## config.mk

```make
export PLATFORM = sky130hd
export DESIGN_NAME = sidc_top
export DESIGN_NICKNAME = d
export VERILOG_FILES = /design/src/design/sidc_pkg.sv /design/src/design/sidc_top.sv
export VERILOG_INCLUDE_DIRS = /design/src /design/src/design
export SDC_FILE = /design/constraint.sdc
export NUM_CORES = 1
export LEC_CHECK = 0
export BUFFER_PORTS_ARGS = -buffer_cell sky130_fd_sc_hd__buf_2
export CORE_MARGIN = 5
export CORE_UTILIZATION = 40
export CTS_CLUSTER_DIAMETER = 50
export DETAILED_ROUTE_END_ITERATION = 10
export HOLD_SLACK_MARGIN = 0.03
export PLACE_DENSITY_LB_ADDON = 0.3
export SYNTH_ARGS = -nofsm -noshare
export SYNTH_HDL_FRONTEND = slang
export SYNTH_SLANG_ARGS = --single-unit
```

## constraint.sdc

```tcl
create_clock -name clk -period 12 [get_ports clk]
set_input_delay 1.2 -clock clk [delete_from_list [all_inputs] [get_ports clk]]
set_output_delay 1.2 -clock clk [all_outputs]
set_load 0.005 [all_outputs]
```

## src/design/sidc_cfg.svh

```systemverilog
// constants for the self-id capture and upper channel mask block
`ifndef SIDC_CFG_SVH
`define SIDC_CFG_SVH
`define SIDC_OFF_BASE 12'h064
`define SIDC_OFF_STAT 12'h068
`define SIDC_OFF_MSET 12'h070
`define SIDC_OFF_MCLR 12'h074
`define SIDC_OFF_IEVT 12'h080
`define SIDC_OFF_ICLR 12'h084
`define SIDC_OFF_IEN 12'h088
`define SIDC_ADDR_W 12
`define SIDC_BASE_LSB 11
`define SIDC_ERR_BIT 31
`define SIDC_GEN_LSB 16
`define SIDC_CNT_LSB 2
`define SIDC_CNT_W 9
`define SIDC_QUAD_BYTES 32'h0000_0004
`define SIDC_CHAN_HI 6'h20
`define SIDC_NUM_EVT 3
`define SIDC_EVT_RST 0
`define SIDC_EVT_DONE 1
`define SIDC_EVT_ERR 2
`endif

```

## src/design/sidc_pkg.sv

```systemverilog
// types for the self-id capture and upper channel mask block
package sidc_pkg;
    typedef struct packed {
        logic psel;
        logic penable;
        logic pwrite;
        logic [11:0] paddr;
        logic [31:0] pwdata;
    } sidc_apb_req_t;
    typedef struct packed {
        logic bus_reset;
        logic rx_begin;
        logic quad_valid;
        logic rx_end;
        logic hw_fault;
        logic host_wr_fail;
    } sidc_rx_evt_t;
    typedef struct packed {
        logic [31:0] addr;
        logic valid;
    } sidc_wr_t;
    typedef enum logic [0:0] {SIDC_IDLE, SIDC_RECV} sidc_state_t;
endpackage : sidc_pkg

```

## src/design/sidc_top.sv

```systemverilog
// self-id capture status, buffer pointer and upper iso channel mask with apb slave
`timescale 1ns/1ns
`include "sidc_cfg.svh"
module sidc_top
    import sidc_pkg::*;
(
    input wire logic clk,
    input wire logic rst,
    input wire sidc_apb_req_t apb,
    output logic [31:0] prdata,
    output logic pready,
    output logic pslverr,
    input wire sidc_rx_evt_t rx,
    input wire logic [5:0] iso_channel,
    input wire logic iso_valid,
    output logic iso_accept,
    output sidc_wr_t quad_wr,
    output logic irq
);
    logic [31:`SIDC_BASE_LSB] base_q;
    logic err_q;
    logic rx_err_q;
    logic [7:0] gen_q;
    logic [`SIDC_CNT_W-1:0] cnt_q;
    logic [31:0] mask_q;
    logic [`SIDC_NUM_EVT-1:0] evt_q;
    logic [`SIDC_NUM_EVT-1:0] ien_q;
    sidc_state_t state_q;
    logic [31:0] rd_d;
    logic err_d;
    logic acc_d;
    logic setup;
    logic wr_en;
    logic [`SIDC_NUM_EVT-1:0] evt_in;

    // setup phase of a transfer; the slave answers with zero wait states
    assign setup = apb.psel && !apb.penable;
    assign wr_en = apb.psel && apb.penable && apb.pwrite && !pslverr;
    assign evt_in = {rx.hw_fault || rx.host_wr_fail, rx.rx_end, rx.bus_reset};

    always_comb begin
        rd_d = 32'h0000_0000;
        err_d = 1'b0;
        if (apb.paddr == `SIDC_OFF_BASE) begin
            rd_d[31:`SIDC_BASE_LSB] = base_q;
        end else if (apb.paddr == `SIDC_OFF_STAT) begin
            rd_d[`SIDC_ERR_BIT] = err_q;
            rd_d[`SIDC_GEN_LSB+:8] = gen_q;
            rd_d[`SIDC_CNT_LSB+:`SIDC_CNT_W] = cnt_q;
        end else if (apb.paddr == `SIDC_OFF_MSET || apb.paddr == `SIDC_OFF_MCLR) begin
            rd_d = mask_q;
        end else if (apb.paddr == `SIDC_OFF_IEVT) begin
            rd_d[`SIDC_NUM_EVT-1:0] = evt_q;
        end else if (apb.paddr == `SIDC_OFF_IEN) begin
            rd_d[`SIDC_NUM_EVT-1:0] = ien_q;
        end else if (apb.paddr == `SIDC_OFF_ICLR) begin
            rd_d = 32'h0000_0000;
        end else begin
            err_d = 1'b1;
        end
    end

    // apb answer registered in the setup cycle
    always_ff @(posedge clk or posedge rst) begin
        if (rst) begin
            pready <= 1'b0;
            pslverr <= 1'b0;
            prdata <= 32'h0000_0000;
        end else begin
            pready <= setup;
            pslverr <= setup && err_d;
            if (setup && !apb.pwrite) begin
                prdata <= rd_d;
            end
        end
    end

    always_ff @(posedge clk or posedge rst) begin
        if (rst) begin
            base_q <= '0;
        end else if (wr_en && apb.paddr == `SIDC_OFF_BASE) begin
            base_q <= apb.pwdata[31:`SIDC_BASE_LSB];
        end
    end

    always_ff @(posedge clk or posedge rst) begin
        if (rst) begin
            mask_q <= 32'h0000_0000;
        end else if (wr_en && apb.paddr == `SIDC_OFF_MSET) begin
            mask_q <= mask_q | apb.pwdata;
        end else if (wr_en && apb.paddr == `SIDC_OFF_MCLR) begin
            mask_q <= mask_q & ~apb.pwdata;
        end
    end

    always_comb begin
        acc_d = 1'b0;
        if (iso_valid && iso_channel >= `SIDC_CHAN_HI) begin
            acc_d = mask_q[iso_channel[4:0]];
        end
    end

    always_ff @(posedge clk or posedge rst) begin
        if (rst) begin
            iso_accept <= 1'b0;
        end else begin
            iso_accept <= acc_d;
        end
    end

    always_ff @(posedge clk or posedge rst) begin
        if (rst) begin
            gen_q <= 8'h00;
        end else if (rx.bus_reset) begin
            gen_q <= gen_q + 8'h01;
        end
    end

    always_ff @(posedge clk or posedge rst) begin
        if (rst) begin
            state_q <= SIDC_IDLE;
        end else begin
            case (state_q)
                SIDC_IDLE: begin
                    if (rx.rx_begin) begin
                        state_q <= SIDC_RECV;
                    end
                end
                SIDC_RECV: begin
                    if (rx.rx_end) begin
                        state_q <= SIDC_IDLE;
                    end
                end
                default: begin
                    state_q <= SIDC_IDLE;
                end
            endcase
        end
    end

    // quadlet counter and host write address
    always_ff @(posedge clk or posedge rst) begin
        if (rst) begin
            cnt_q <= '0;
            quad_wr <= '0;
        end else if (rx.rx_begin) begin
            cnt_q <= '0;
            quad_wr <= '0;
        end else if (rx.quad_valid && state_q == SIDC_RECV) begin
            cnt_q <= cnt_q + `SIDC_CNT_W'(1);
            quad_wr.valid <= 1'b1;
            quad_wr.addr <= {base_q, {`SIDC_BASE_LSB{1'b0}}} + `SIDC_QUAD_BYTES * 32'(cnt_q);
        end else begin
            quad_wr.valid <= 1'b0;
        end
    end

    // error tracking for the reception in progress
    always_ff @(posedge clk or posedge rst) begin
        if (rst) begin
            rx_err_q <= 1'b0;
            err_q <= 1'b0;
        end else begin
            // a fault in the start cycle still spoils the new reception
            if (rx.hw_fault || rx.host_wr_fail) begin
                rx_err_q <= 1'b1;
            end else if (rx.rx_begin) begin
                rx_err_q <= 1'b0;
            end
            if (rx.hw_fault || rx.host_wr_fail) begin
                err_q <= 1'b1;
            end else if (rx.rx_end && state_q == SIDC_RECV && !rx_err_q) begin
                err_q <= 1'b0;
            end
        end
    end

    // sticky events, set wins over clear
    always_ff @(posedge clk or posedge rst) begin
        if (rst) begin
            evt_q <= '0;
            ien_q <= '0;
            irq <= 1'b0;
        end else begin
            if (wr_en && apb.paddr == `SIDC_OFF_ICLR) begin
                evt_q <= (evt_q & ~apb.pwdata[`SIDC_NUM_EVT-1:0]) | evt_in;
            end else begin
                evt_q <= evt_q | evt_in;
            end
            if (wr_en && apb.paddr == `SIDC_OFF_IEN) begin
                ien_q <= apb.pwdata[`SIDC_NUM_EVT-1:0];
            end
            irq <= |(evt_q & ien_q);
        end
    end
endmodule : sidc_top

```

Word-level counts from Yosys, hierarchy flattened

Cells that the tools add are included.

Bits in registers: 148
Bits in latches: 0
RAM bits: 0
Memory bits (read-only): 0
Logic and storage cells: 98
Memories kept: 0

Add/subtract/negate cells: 3
$mul: 0
Div/mod/pow operators: 0
Order comparisons: 2
Eq/ne operators: 7
Shifts and indexed selects: 0
Mux-type cells: 35
Bitwise gates (word level): 9
Reduce and logical (&&, ||, !) cells: 26

Operators by type and width:

| cell                                                        | number |
|---|---|
| 2-to-1 mux 32 bit                                           | 4 |
| equality test 12 x 7 -> 1 bit (second input constant)       | 4 |
| equality test 12 x 8 -> 1 bit (second input constant)       | 3 |
| 2-to-1 mux 33 bit                                           | 1 |
| adder 32 x 11 -> 32 bit                                     | 1 |
| AND 32 bit                                                  | 1 |
| NOT 32 bit                                                  | 1 |
| OR 32 bit                                                   | 1 |
| 2-to-1 mux 9 bit                                            | 3 |
| 2-to-1 mux 21 bit                                           | 1 |
| 2-to-1 mux 1 bit                                            | 16 |
| logical AND 1 bit                                           | 15 |
| 2-to-1 mux 11 bit                                           | 1 |
| adder 9 x 1 -> 9 bit (second input constant)                | 1 |
| 2-to-1 mux 3 bit                                            | 3 |
| adder 8 x 1 -> 8 bit (second input constant)                | 1 |
| 2-to-1 mux 8 bit                                            | 1 |
| nonzero test 2 bit                                          | 4 |
| 2-to-1 mux 7 bit                                            | 1 |
| AND 3 bit                                                   | 2 |
| greater-or-equal comparator 6 bit (second input constant)   | 1 |
| less-than comparator 5 x 6 -> 1 bit (second input constant) | 1 |
| OR 3 bit                                                    | 2 |
| binary-select mux 1 bit (select 5 bit)                      | 1 |
| 8 further kinds                                             | 12 |

Depth between registers and ports, before layout

Gate-level depths: netlist (run 1).

Depth after elaboration: 8
Depth in mapped cells: 6
Depth with buffers taken out: 5

Worst setup path before layout (run 1)

No wires, ideal clock.

Path kind: input -> register
From: input apb[41] in the netlist's numbering
To: register base_q[11] in the netlist's numbering
Setup time: 125 ps
Data arrival time: 2834 ps
Required time: 11875 ps
Slack: 9040 ps
Stages on the path: 6
Cells stage by stage: or4_1 > buf_2 > and4bb_2 > and2b_4 > buf_12 > mux2_4

Word-level cells in the longest chain between the ends: 2

RTL lines:

| element                                 | line           | RTL |
|---|---|---|
| start, declared                         | sidc_top.sv:9  | `input wire sidc_apb_req_t apb,` |
| equality test 12 x 7 -> 1 bit (no line) | n/a            |  |
| logical AND 1 bit (no line)             | n/a            |  |
| end signal, assigned                    | sidc_top.sv:82 | `` base_q <= apb.pwdata[31:`SIDC_BASE_LSB]; `` |
| end, declared                           | sidc_top.sv:20 | `` logic [31:`SIDC_BASE_LSB] base_q; `` |

No other way between the ends.
A chain may end at the register's enable or synchronous reset.

Final worst setup path (run 1)

From: input apb[34] in the netlist's numbering
To: register base_q[22] in the netlist's numbering

The elaborated chain is that of the path after synthesis.

==> metrics.md, run 1 <==
| Metric | Value |
|---|---|
| CTS buffer count | 17 |
| GRT overflow | 0 |
| Total routed wirelength | 18100 um |
| Mapped Area | 6790 sq um |
| DR iter-0 viols | 310 |
| Area of the multi-input gates | 2790 sq um |
| CP max FO | 37 |
| Most frequent cells in the layout | dfrtp_1, buf_2, nand2_1 |
| EDFF count, synth | 0 |
| Sw Share | 0.226 |
| Post-synthesis sequential area ratio | 0.538 |
| CTS sink count | 146 |
| Clock root buffer | clkbuf_16 |
| Final net count | 800 |
| Effective utilization at floorplan | 0.408 |
| Layout Skew | slightly below 0.01 ns |
| FF-to-FF setup slack | 9.87 ns |
| Crit end category | flip-flop |
| Longest Clk Path Bufs | 2 |
| Status | complete, no violations |
| ANT nets after route | 0 |
| Syn Area/Cell | 10.8 sq um |
| Combinational power share | 0.087 |
| Most common cell after layout, fill and taps aside | dfrtp_1 |
| CP required | around 12 ns |
| Synthesis-to-layout area growth | 21.4% |
| Hold wc startpoint | gen_q[7] |
| Drt drc | 0 |
| Critical path origin | apb[34] |
| Pre-antenna DRT Iters | 5 |
| Post-DP Area | 7550 sq um |
| Die W | 140 um |
| Initial antenna violation count | 0 |
| Largest net degree at the start of global routing | 77 |
| Final hold slack | 0.478 ns |
| Critical Path Source Type | input port |
| Worst-skew pair later-pin latency | approximately 0.42 ns |
| Relative slew slack | 0.181 |
| Net Sw Power | 0.292 mW |
| Yosys reg bits | between 100 and 150 |
| Placer Congestion | 0.857 |
| CTS tree | yes |
| Core area | 16600 sq um |
| Slew @ Worst Pin | 1.22 ns |
| Via density | 5.35 |
| Setup WS post-layout | a little over 8 ns |
| Share of cells above drive strength 1 | 0.282 |
| CP Class | input port to flip-flop |
| Row cnt | 47 |
| IO buf count | around 130 |
| Power Density | 156 nW/um^2 |
| Design area | 8240 sq um |
| RSZ-0062 raised after global routing | false |
| Worst Hold Class | flip-flop to flip-flop |
| Peak VDD IR | around 0.11 mV |
| Cells after synthesis | roughly 630 |
| Total track usage | 0.191 |
| Critical Path AT | a little over 4 ns |
| Via count | 5174 |
| Warnings from Yosys | 0 |
| RR Startpoint | pslverr |
| Post-synthesis cell type count | 51 |
| Htree depth | 4 |
| Routed len/inst | around 19 um |
| First-pass GRT wire length | approximately 30000 um |
| Leakage | 4.11 nW |
| Max Cap Viol | 0 |
| Vias in the first global route | approximately 5500 |
| Period minus WS final | 3.78 ns |
| N_diodes | 0 |
| Register Area | 3650 sq um |
| Post-layout util | 0.495 |
| Fmax | 265 MHz |
| Dpl ws | 7.79 ns |
| Clock network power share | 0.489 |
| Fin. max-slew vios | 0 |
| Die area | around 20000 sq um |
| Clock slew at reported path FFs | 0.06 ns |
| TNS Setup | 0 ns |
| Post-CTS Setup Bufs | 0 |
| Final Setup Violations | 0 |
| Die Ht | 140 um |
| Hold Vio Cnt, Final | 0 |
| Fillers | 1483 |
| Number of hold buffers added after cts | 0 |
| Fin crit share | 0.315 |
| Ys async rst share | 1.00 |
| Post-DP HPWL | 12600 um |
| Flop pwr share | 0.424 |
| Internal | 0.998 mW |
| Num ports | 131 |
| Main flop type after synthesis | dfrtp_1 |
| Post_cts resized | 0 |
## metrics by stage
step / total power [mW] / instances
2_1_floorplan: 0.616 / 629
3_3_place_gp: 0.664 / 937
3_5_place_dp: 0.669 / 937
4_1_cts: 1.30 / 968
5_1_grt: 1.34 / 968
6_report: 1.29 / 968
## area by class of cell
| type | instances | share of cell area |
|---|---|---|
| Sequential cell | 146 | 0.443 |
| Multi-Input combinational cell | 401 | 0.339 |
| Timing Repair Buffer | 135 | 0.0841 |
| Clock buffer | 20 | 0.0530 |
| Tap cell | 220 | 0.0334 |
| Clock inverter | 11 | 0.0313 |
| Inverter | 35 | 0.0165 |
## power by group through the flow
| stage | clock network [mW] | logic [mW] | registers, mW |
|---|---|---|---|
| 2_1_floorplan | 0 | 0.0651 | 0.551 |
| 3_3_place_gp | 0 | 0.111 | 0.554 |
| 3_5_place_dp | 0 | 0.113 | 0.556 |
| 4_1_cts | 0.641 | 0.114 | 0.547 |
| 5_1_grt | 0.664 | 0.127 | 0.551 |
| 6_report | 0.631 | 0.112 | 0.547 |
## synthesized netlist by cell type, types with 3 or more instances
cell type | count | area share
a22o_1 | 9 | 0.012
a221oi_1 | 19 | 0.025
inv_1 | 35 | 0.019
xor2_1 | 9 | 0.012
dfrtp_1 | 146 | 0.54
mux2i_1 | 35 | 0.052
buf_4 | 3 | 0.0033
o2bb2ai_1 | 8 | 0.010
a22oi_1 | 4 | 0.0044
buf_1 | 3 | 0.0017
nand2_1 | 75 | 0.041
xnor2_1 | 6 | 0.0077
nand4_1 | 4 | 0.0037
nor2_1 | 61 | 0.034
buf_2 | 9 | 0.0066
clkbuf_1 | 30 | 0.017
nor2b_1 | 6 | 0.0055
mux4_2 | 8 | 0.027
mux2_2 | 10 | 0.017
a21oi_1 | 40 | 0.029
o21ai_0 | 8 | 0.0059
mux2_4 | 20 | 0.044
and3_1 | 5 | 0.0046
nand3_1 | 38 | 0.028
## kinds of logic (layout without fill, tap and decap cells)
| logic type | after synthesis | count (layout) | share of synthesized area |
|---|---|---|---|
| muxes | 73 | 73 | 0.139 |
| adders and majority gates | 2 | 2 | 0.00368 |
| xor gates and xnor gates | 15 | 15 | 0.0193 |
| buffers and inverters | 82 | 201 | 0.0534 |
| AOI/OAI and AO/OA | 98 | 98 | 0.0988 |
| other | 1 | 2 | 0.000552 |
| DFF | 146 | 146 | 0.538 |
| and+or+nand+nor | 211 | 211 | 0.147 |
## worst paths after layout
check,endpoint,depth (start not counted)
setup reg to reg,flip-flop,5
max in group asynchronous,async pin,3
hold reg to reg,gen_q[7],1
min in group asynchronous,quad_wr[14],2
hold / removal,gen_q[7],1
setup / recovery,base_q[22],5
## critical path: stages
cell      delay, ns
buf_2          0.54
nor2b_1        0.74
and4bb_2       0.63
and2b_4        0.55
mux2_2         0.39
## metal layers
metal  share of wire  global-route usage  vias up  wire (um)
met2            0.47               0.298      175       8530
li1                -                   -     2390          -
met5               0                   0        -          0
met4           0.013              0.0571        0        233
met1            0.45               0.261     2589       8240
met3           0.062              0.0549       20       1130
Note: power is estimated with default switching activity, not from simulation.
==> run 2, diff against run 1 <==
clock period = 3.9 ns   (was 12 ns; I/O delays follow)
==> metrics.md, run 2 (same netlist as run 1, synthesis figures left out) <==
| Metric | Value |
|---|---|
| Peak VDD IR | 0.317 mV (+200%) |
| Critical Path Max Stage Delay | 0.57 ns (-0.17 ns) |
| Met1 Use GR | 0.257 (-0.00334) |
| CP max FO | 37 (unchanged) |
| N_diodes | 0 (unchanged) |
| Post_cts resized | 0 (unchanged) |
| Hold Vio Cnt, Final | 0 (unchanged) |
| Slew @ Worst Pin | 1.24 ns (+0.0136 ns) |
| Combinational power share | 0.091 (+0.004) |
| Worst-skew pair later-pin latency | 0.42 ns (about the same) |
| Setup WS post-layout | 1.40 ns (-6.83 ns) |
| Fmax | between 300 and 400 MHz |
| Clock network power share | 0.471 (-0.018) |
| Pre-antenna DRT Iters | 7 (+2) |
| Largest net degree at the start of global routing | 56 (-27%) |
| Vias in the first global route | 5362 (-2.9%) |
| Status | complete, no violations |
| RR Startpoint | pslverr |
| Dpl ws | 0.990 ns (-6.80 ns) |
| Die W | 140 um (unchanged) |
| Critical Path Source Type | input port |
| Sw Share | 0.243 (+0.0163) |
| Hold Crit Depth | 2 (+1) |
| CTS tree | yes |
| TNS Setup | 0 ns (unchanged) |
| Post-DP HPWL | 13100 um (+3.9%) |
| Die Ht | 140 um (unchanged) |
| Longest Clk Path Bufs | 2 (unchanged) |
| Fin crit share | 0.642 |
| Power Density | 466 nW/um^2 (+200%) |
| Max Cap Viol | 0 (unchanged) |
| Relative slew slack | 0.172 (-0.00908) |
| FF-to-FF setup slack | 1.72 ns (-8.15 ns) |
| GRT overflow | 0 (unchanged) |
| CTS buffer count | 17 (unchanged) |
| Total routed wirelength | 18500 um (+2.0%) |
| IO buf count | 128 (unchanged) |
| Via count | 5240 (+1.3%) |
| CTS sink count | 146 (unchanged) |
| Most common cell after layout, fill and taps aside | dfrtp_1 |
| Total track usage | 0.191 (-0.000711) |
| Met2 usage | 0.301 (+0.00328) |
| Met3 usage | 0.0518 (-0.00307) |
| Hold Crit Endpoint | evt_q[2] |
| ANT nets after route | 0 (unchanged) |
| First-pass GRT wire length | 29600 um (-0.28%) |
| Post-CTS Setup Bufs | 0 (unchanged) |
| Hold wc startpoint | rx[0] |
| Drt drc | 0 (unchanged) |
| RSZ-0062 raised after global routing | false |
| Htree depth | 4 (unchanged) |
| Share of cells above drive strength 1 | 0.290 (+0.00781) |
| Most Crowded Layer GR | met2 |
| Final net count | 803 (+0.38%) |
| Flop pwr share | 0.438 (+0.014) |
| Number of hold buffers added after cts | 0 (unchanged) |
| Period minus WS final | between 2 and 3 ns |
| Final hold slack | 0.171 ns (-0.307 ns) |
| Routed len/inst | 19.0 um (+1.6%) |
| CP Cell Sequence | buf_2, nor2b_1, buf_4, and4bb_2, and2b_4, mux2_2 |
| Synthesis-to-layout area growth | 21.4% (about the same) |
| Critical path origin | apb[34] |
| Row cnt | 47 (unchanged) |
| Number of cells on the worst reg-to-reg path | 5 (unchanged) |
| DR iter-0 viols | 431 (+39%) |
| Layout Skew | 0.00870 ns (-0.000995 ns) |
| Worst Hold Class | input port to flip-flop |
| Initial antenna violation count | 0 (unchanged) |
| Placer Congestion | 0.862 (+0.53%) |
| Critical Path AT | 2.82 ns (-1.26 ns) |
| Internal | 2.91 mW (+190%) |
| Most frequent cells in the layout | dfrtp_1, buf_2, nand2_1 |
| CP Class | input port to flip-flop |
| Net Sw Power | 0.934 mW (+220%) |
| Effective utilization at floorplan | 0.408 (unchanged) |
| Clock slew at reported path FFs | 0.07 ns (about the same) |
| Crit end category | flip-flop |
| Leakage | 4.11 nW (about the same) |
| Fin. max-slew vios | 0 (unchanged) |
| Num ports | 131 (unchanged) |
| CP top delay family | simple AND/OR/NAND/NOR gates |
| Final Setup Violations | 0 (unchanged) |
| Core area | 16600 sq um (unchanged) |
| CP Buf/Inv Count | 2 (+1) |
| Fillers | 1505 (+1.5%) |
| Crit path max-delay cell type | buf_2 |
| CP required | 4.21 ns (-8.09 ns) |
| Clock root buffer | clkbuf_16 |
| Via density | 5.39 (+0.86%) |
| Die area | 19700 sq um (unchanged) |
-- run 2: cell count changes in the layout (fill, tap and decap cells not counted), sizes merged --
cell | before | now
bufinv | 8 | 4
clkbuf | 20 | 22
clkinv | 2 | 1
buf | 135 | 138
inv | 35 | 36
clkinvlp | 1 | 4
-- run 2: area by class of cell --
cell class                      count  area (sq um)  share of cell area
Clock buffer                       22           494              0.0599
Multi-Input combinational cell    401          2790               0.338
Clock inverter                     10           169              0.0205
Timing Repair Buffer              138           728              0.0883
Sequential cell                   146          3650               0.443
Inverter                           35           135              0.0164
Tap cell                          220           275              0.0334
-- run 2: layer usage --
metal | up-vias | part of all wire
li1 | 2397 | -
met1 | 2642 | 0.44
met2 | 180 | 0.48
met3 | 21 | 0.061
met4 | 0 | 0.014
met5 | - | 0
-- run 2: power groups by stage --
| stage | Clock (mW) | Combinational, mW | Sequential [mW] |
|---|---|---|---|
| after detailed placement | 0 | 0.355 | 1.71 |
| after floorplan | 0 | 0.200 | 1.70 |
| final | 1.81 | 0.350 | 1.68 |
| after global routing | 1.90 | 0.397 | 1.70 |
| after global placement | 0 | 0.344 | 1.71 |
| after CTS | 1.84 | 0.357 | 1.68 |
-- run 2: worst max-delay path by stage --
stage,to,slack [ns],depth (start not counted)
after global placement,base_q[22],1.03,5
after floorplan,async pin,1.68,1
after detailed placement,base_q[22],0.99,6
after CTS,base_q[22],1.43,6
final,base_q[22],1.40,6
after global routing,base_q[22],1.29,6
-- run 2: stage by stage --
| step | total power [mW] | std cells | cell area [sq um] | util |
|---|---|---|---|---|
| after floorplan | 1.90 | 629 | 6800 | - |
| after global placement | 2.05 | 940 | 7580 | 0.456 |
| after detailed placement | 2.06 | 940 | 7580 | 0.456 |
| after CTS | 3.88 | 972 | 8250 | 0.496 |
| after global routing | 3.99 | 972 | 8250 | 0.496 |
| final | 3.85 | 972 | 8250 | 0.496 |
==> run 3, diff against run 2 <==
clock period = 2.1 ns   (was 3.9 ns; I/O delays follow)
==> metrics.md, run 3 (same netlist as run 1, synthesis figures left out) <==
| Metric | Value |
|---|---|
| Effective utilization at floorplan | 0.408 (unchanged) |
| CTS buffer count | 17 (unchanged) |
| Fin. max-slew vios | 0 (unchanged) |
| Reg2reg end | iso_accept |
| Final Setup Violations | 0 (unchanged) |
| Critical Path Source Type | flip-flop |
| N_diodes | 0 (unchanged) |
| Peak VDD IR | 0.554 mV (+75%) |
| GRT overflow | 0 (unchanged) |
| CP required | 2.39 ns (-1.82 ns) |
| Clock slew at reported path FFs | 0.06 ns (about the same) |
| CTS tree | yes |
| Row cnt | 47 (unchanged) |
| Relative slew slack | 0.571 (+0.398) |
| Pre-antenna DRT Iters | 6 (-1) |
| Drt drc | 0 (unchanged) |
| IO buf count | 128 (unchanged) |
| Die area | 19700 sq um (unchanged) |
| Worst Hold Class | input port to flip-flop |
| Clock root buffer | clkbuf_16 |
| Max Cap Viol | 0 (unchanged) |
| Most frequent cells in the layout | dfrtp_1, buf_2, nand2_1 |
| Crit end category | flip-flop |
| Initial antenna violation count | 0 (unchanged) |
| Critical Path AT | 2.04 ns (-0.78 ns) |
| Fillers | 1485 (-1.3%) |
| Setup WS post-layout | 0.352 ns (-1.04 ns) |
| Dpl ws | 0.0685 ns (-0.922 ns) |
| Status | complete, no violations |
| Placer Congestion | 0.858 (-0.43%) |
| Share of cells above drive strength 1 | 0.301 (+0.0115) |
| Die Ht | 140 um (unchanged) |
| Total routed wirelength | 18800 um (+1.6%) |
| RSZ-0062 raised after global routing | false |
| DR iter-0 viols | 349 (-19%) |
| Fin crit share | 0.832 |
| Hold Vio Cnt, Final | 0 (unchanged) |
| Routed len/inst | 18.7 um (-1.6%) |
| Synthesis-to-layout area growth | 24.2% |
| Critical path endpoint | iso_accept |
| Total track usage | 0.197 (+0.00598) |
| Design area | 8440 sq um (+2.3%) |
| First-pass GRT wire length | 30400 um (+2.6%) |
| CTS sink count | 146 (unchanged) |
| Post-DP Area | 7750 sq um (+2.2%) |
| CP max FO | 3 (-92%) |
| Vias in the first global route | 5595 (+4.3%) |
| CP Class | flip-flop to flip-flop |
| Largest net degree at the start of global routing | 118 (+110%) |
| Slew @ Worst Pin | 0.644 ns (-0.594 ns) |
| ANT nets after route | 0 (unchanged) |
| Htree depth | 4 (unchanged) |
| Period minus WS final | 1.75 ns |
| Via density | 5.36 (-0.52%) |
| Via count | 5379 (+2.7%) |
| Leakage | 4.22 nW (+2.7%) |
| Number of cells on the worst reg-to-reg path | 4 (-1) |
| Power Density | 795 nW/um^2 (+71%) |
| Most common cell after layout, fill and taps aside | dfrtp_1 |
| Post-layout util | 0.507 (+0.0114) |
| Die W | 140 um (unchanged) |
| FF-to-FF setup slack | 0.35 ns (-1.37 ns) |
| Layout Skew | 0.00754 ns (-0.00116 ns) |
| Fmax | 572 MHz |
| Core area | 16600 sq um (unchanged) |
| Final net count | 834 (+3.9%) |
| Post-DP HPWL | 13400 um (+2.6%) |
| TNS Setup | 0 ns (unchanged) |
| Num ports | 131 (unchanged) |
| Total power draw | 6.71 mW (+74%) |
| Longest Clk Path Bufs | 2 (unchanged) |
| Worst-skew pair later-pin latency | 0.42 ns (about the same) |
==> run 3: where the power goes <==
group          switching (mW)  internal (mW)
registers               0.158           2.98
logic                   0.385          0.301
clock network            1.20           1.69
==> run 3: critical path, stage by stage, from the launching register on <==
cell      delay (ns)
dfrtp_1         0.41
mux4_2          0.47
mux2_2          0.33
o311ai_0        0.31
a211oi_1        0.09
==> run 3: how the worst min path moves through the flow <==
stage               slack, ns            from  cells past startpoint    endpoint
floorplan                0.30  iso_channel[3]                      1  iso_accept
global placement         0.37             rst                      3  prdata[13]
detailed placement       0.38             rst                      3  prdata[12]
CTS                      0.03         apb[28]                      2  base_q[28]
global route             0.03         apb[28]                      2  base_q[28]
finish                   0.05         apb[24]                      2  base_q[24]
==> run 3: per-stage QoR <==
stage	std cells	hold slack, ns
finish	1003	0.0538
global route	1003	0.0320
CTS	1003	0.0317
detailed placement	959	0.384
global placement	959	0.374
floorplan	629	0.301
==> run 3: cell type report <==
cell class,count,area [sq um],area share
Tap cell,220,275,0.0326
Clock inverter,12,108,0.0128
Clock buffer,20,457,0.0541
Sequential cell,146,3650,0.433
Timing Repair Buffer,169,1020,0.120
Multi-Input combinational cell,401,2790,0.331
Inverter,35,135,0.0160
==> run 3: routing by layer <==
| metal | part of all wire | vias to the layer above | track usage | routed length (um) |
|---|---|---|---|---|
| met3 | 0.057 | 33 | 0.0470 | 1070 |
| met5 | 0 | - | 0 | 0 |
| li1 | - | 2462 | - | - |
| met2 | 0.47 | 180 | 0.302 | 8800 |
| met4 | 0.020 | 0 | 0.0714 | 385 |
| met1 | 0.45 | 2704 | 0.272 | 8550 |
==> run 3: repair_timing <==
item / CTS / global route
buffers inserted: 0 / 0
resized for setup: 0 / 0
hold buffers: 12 / 0
endpoints found under the hold margin: 40 / 0
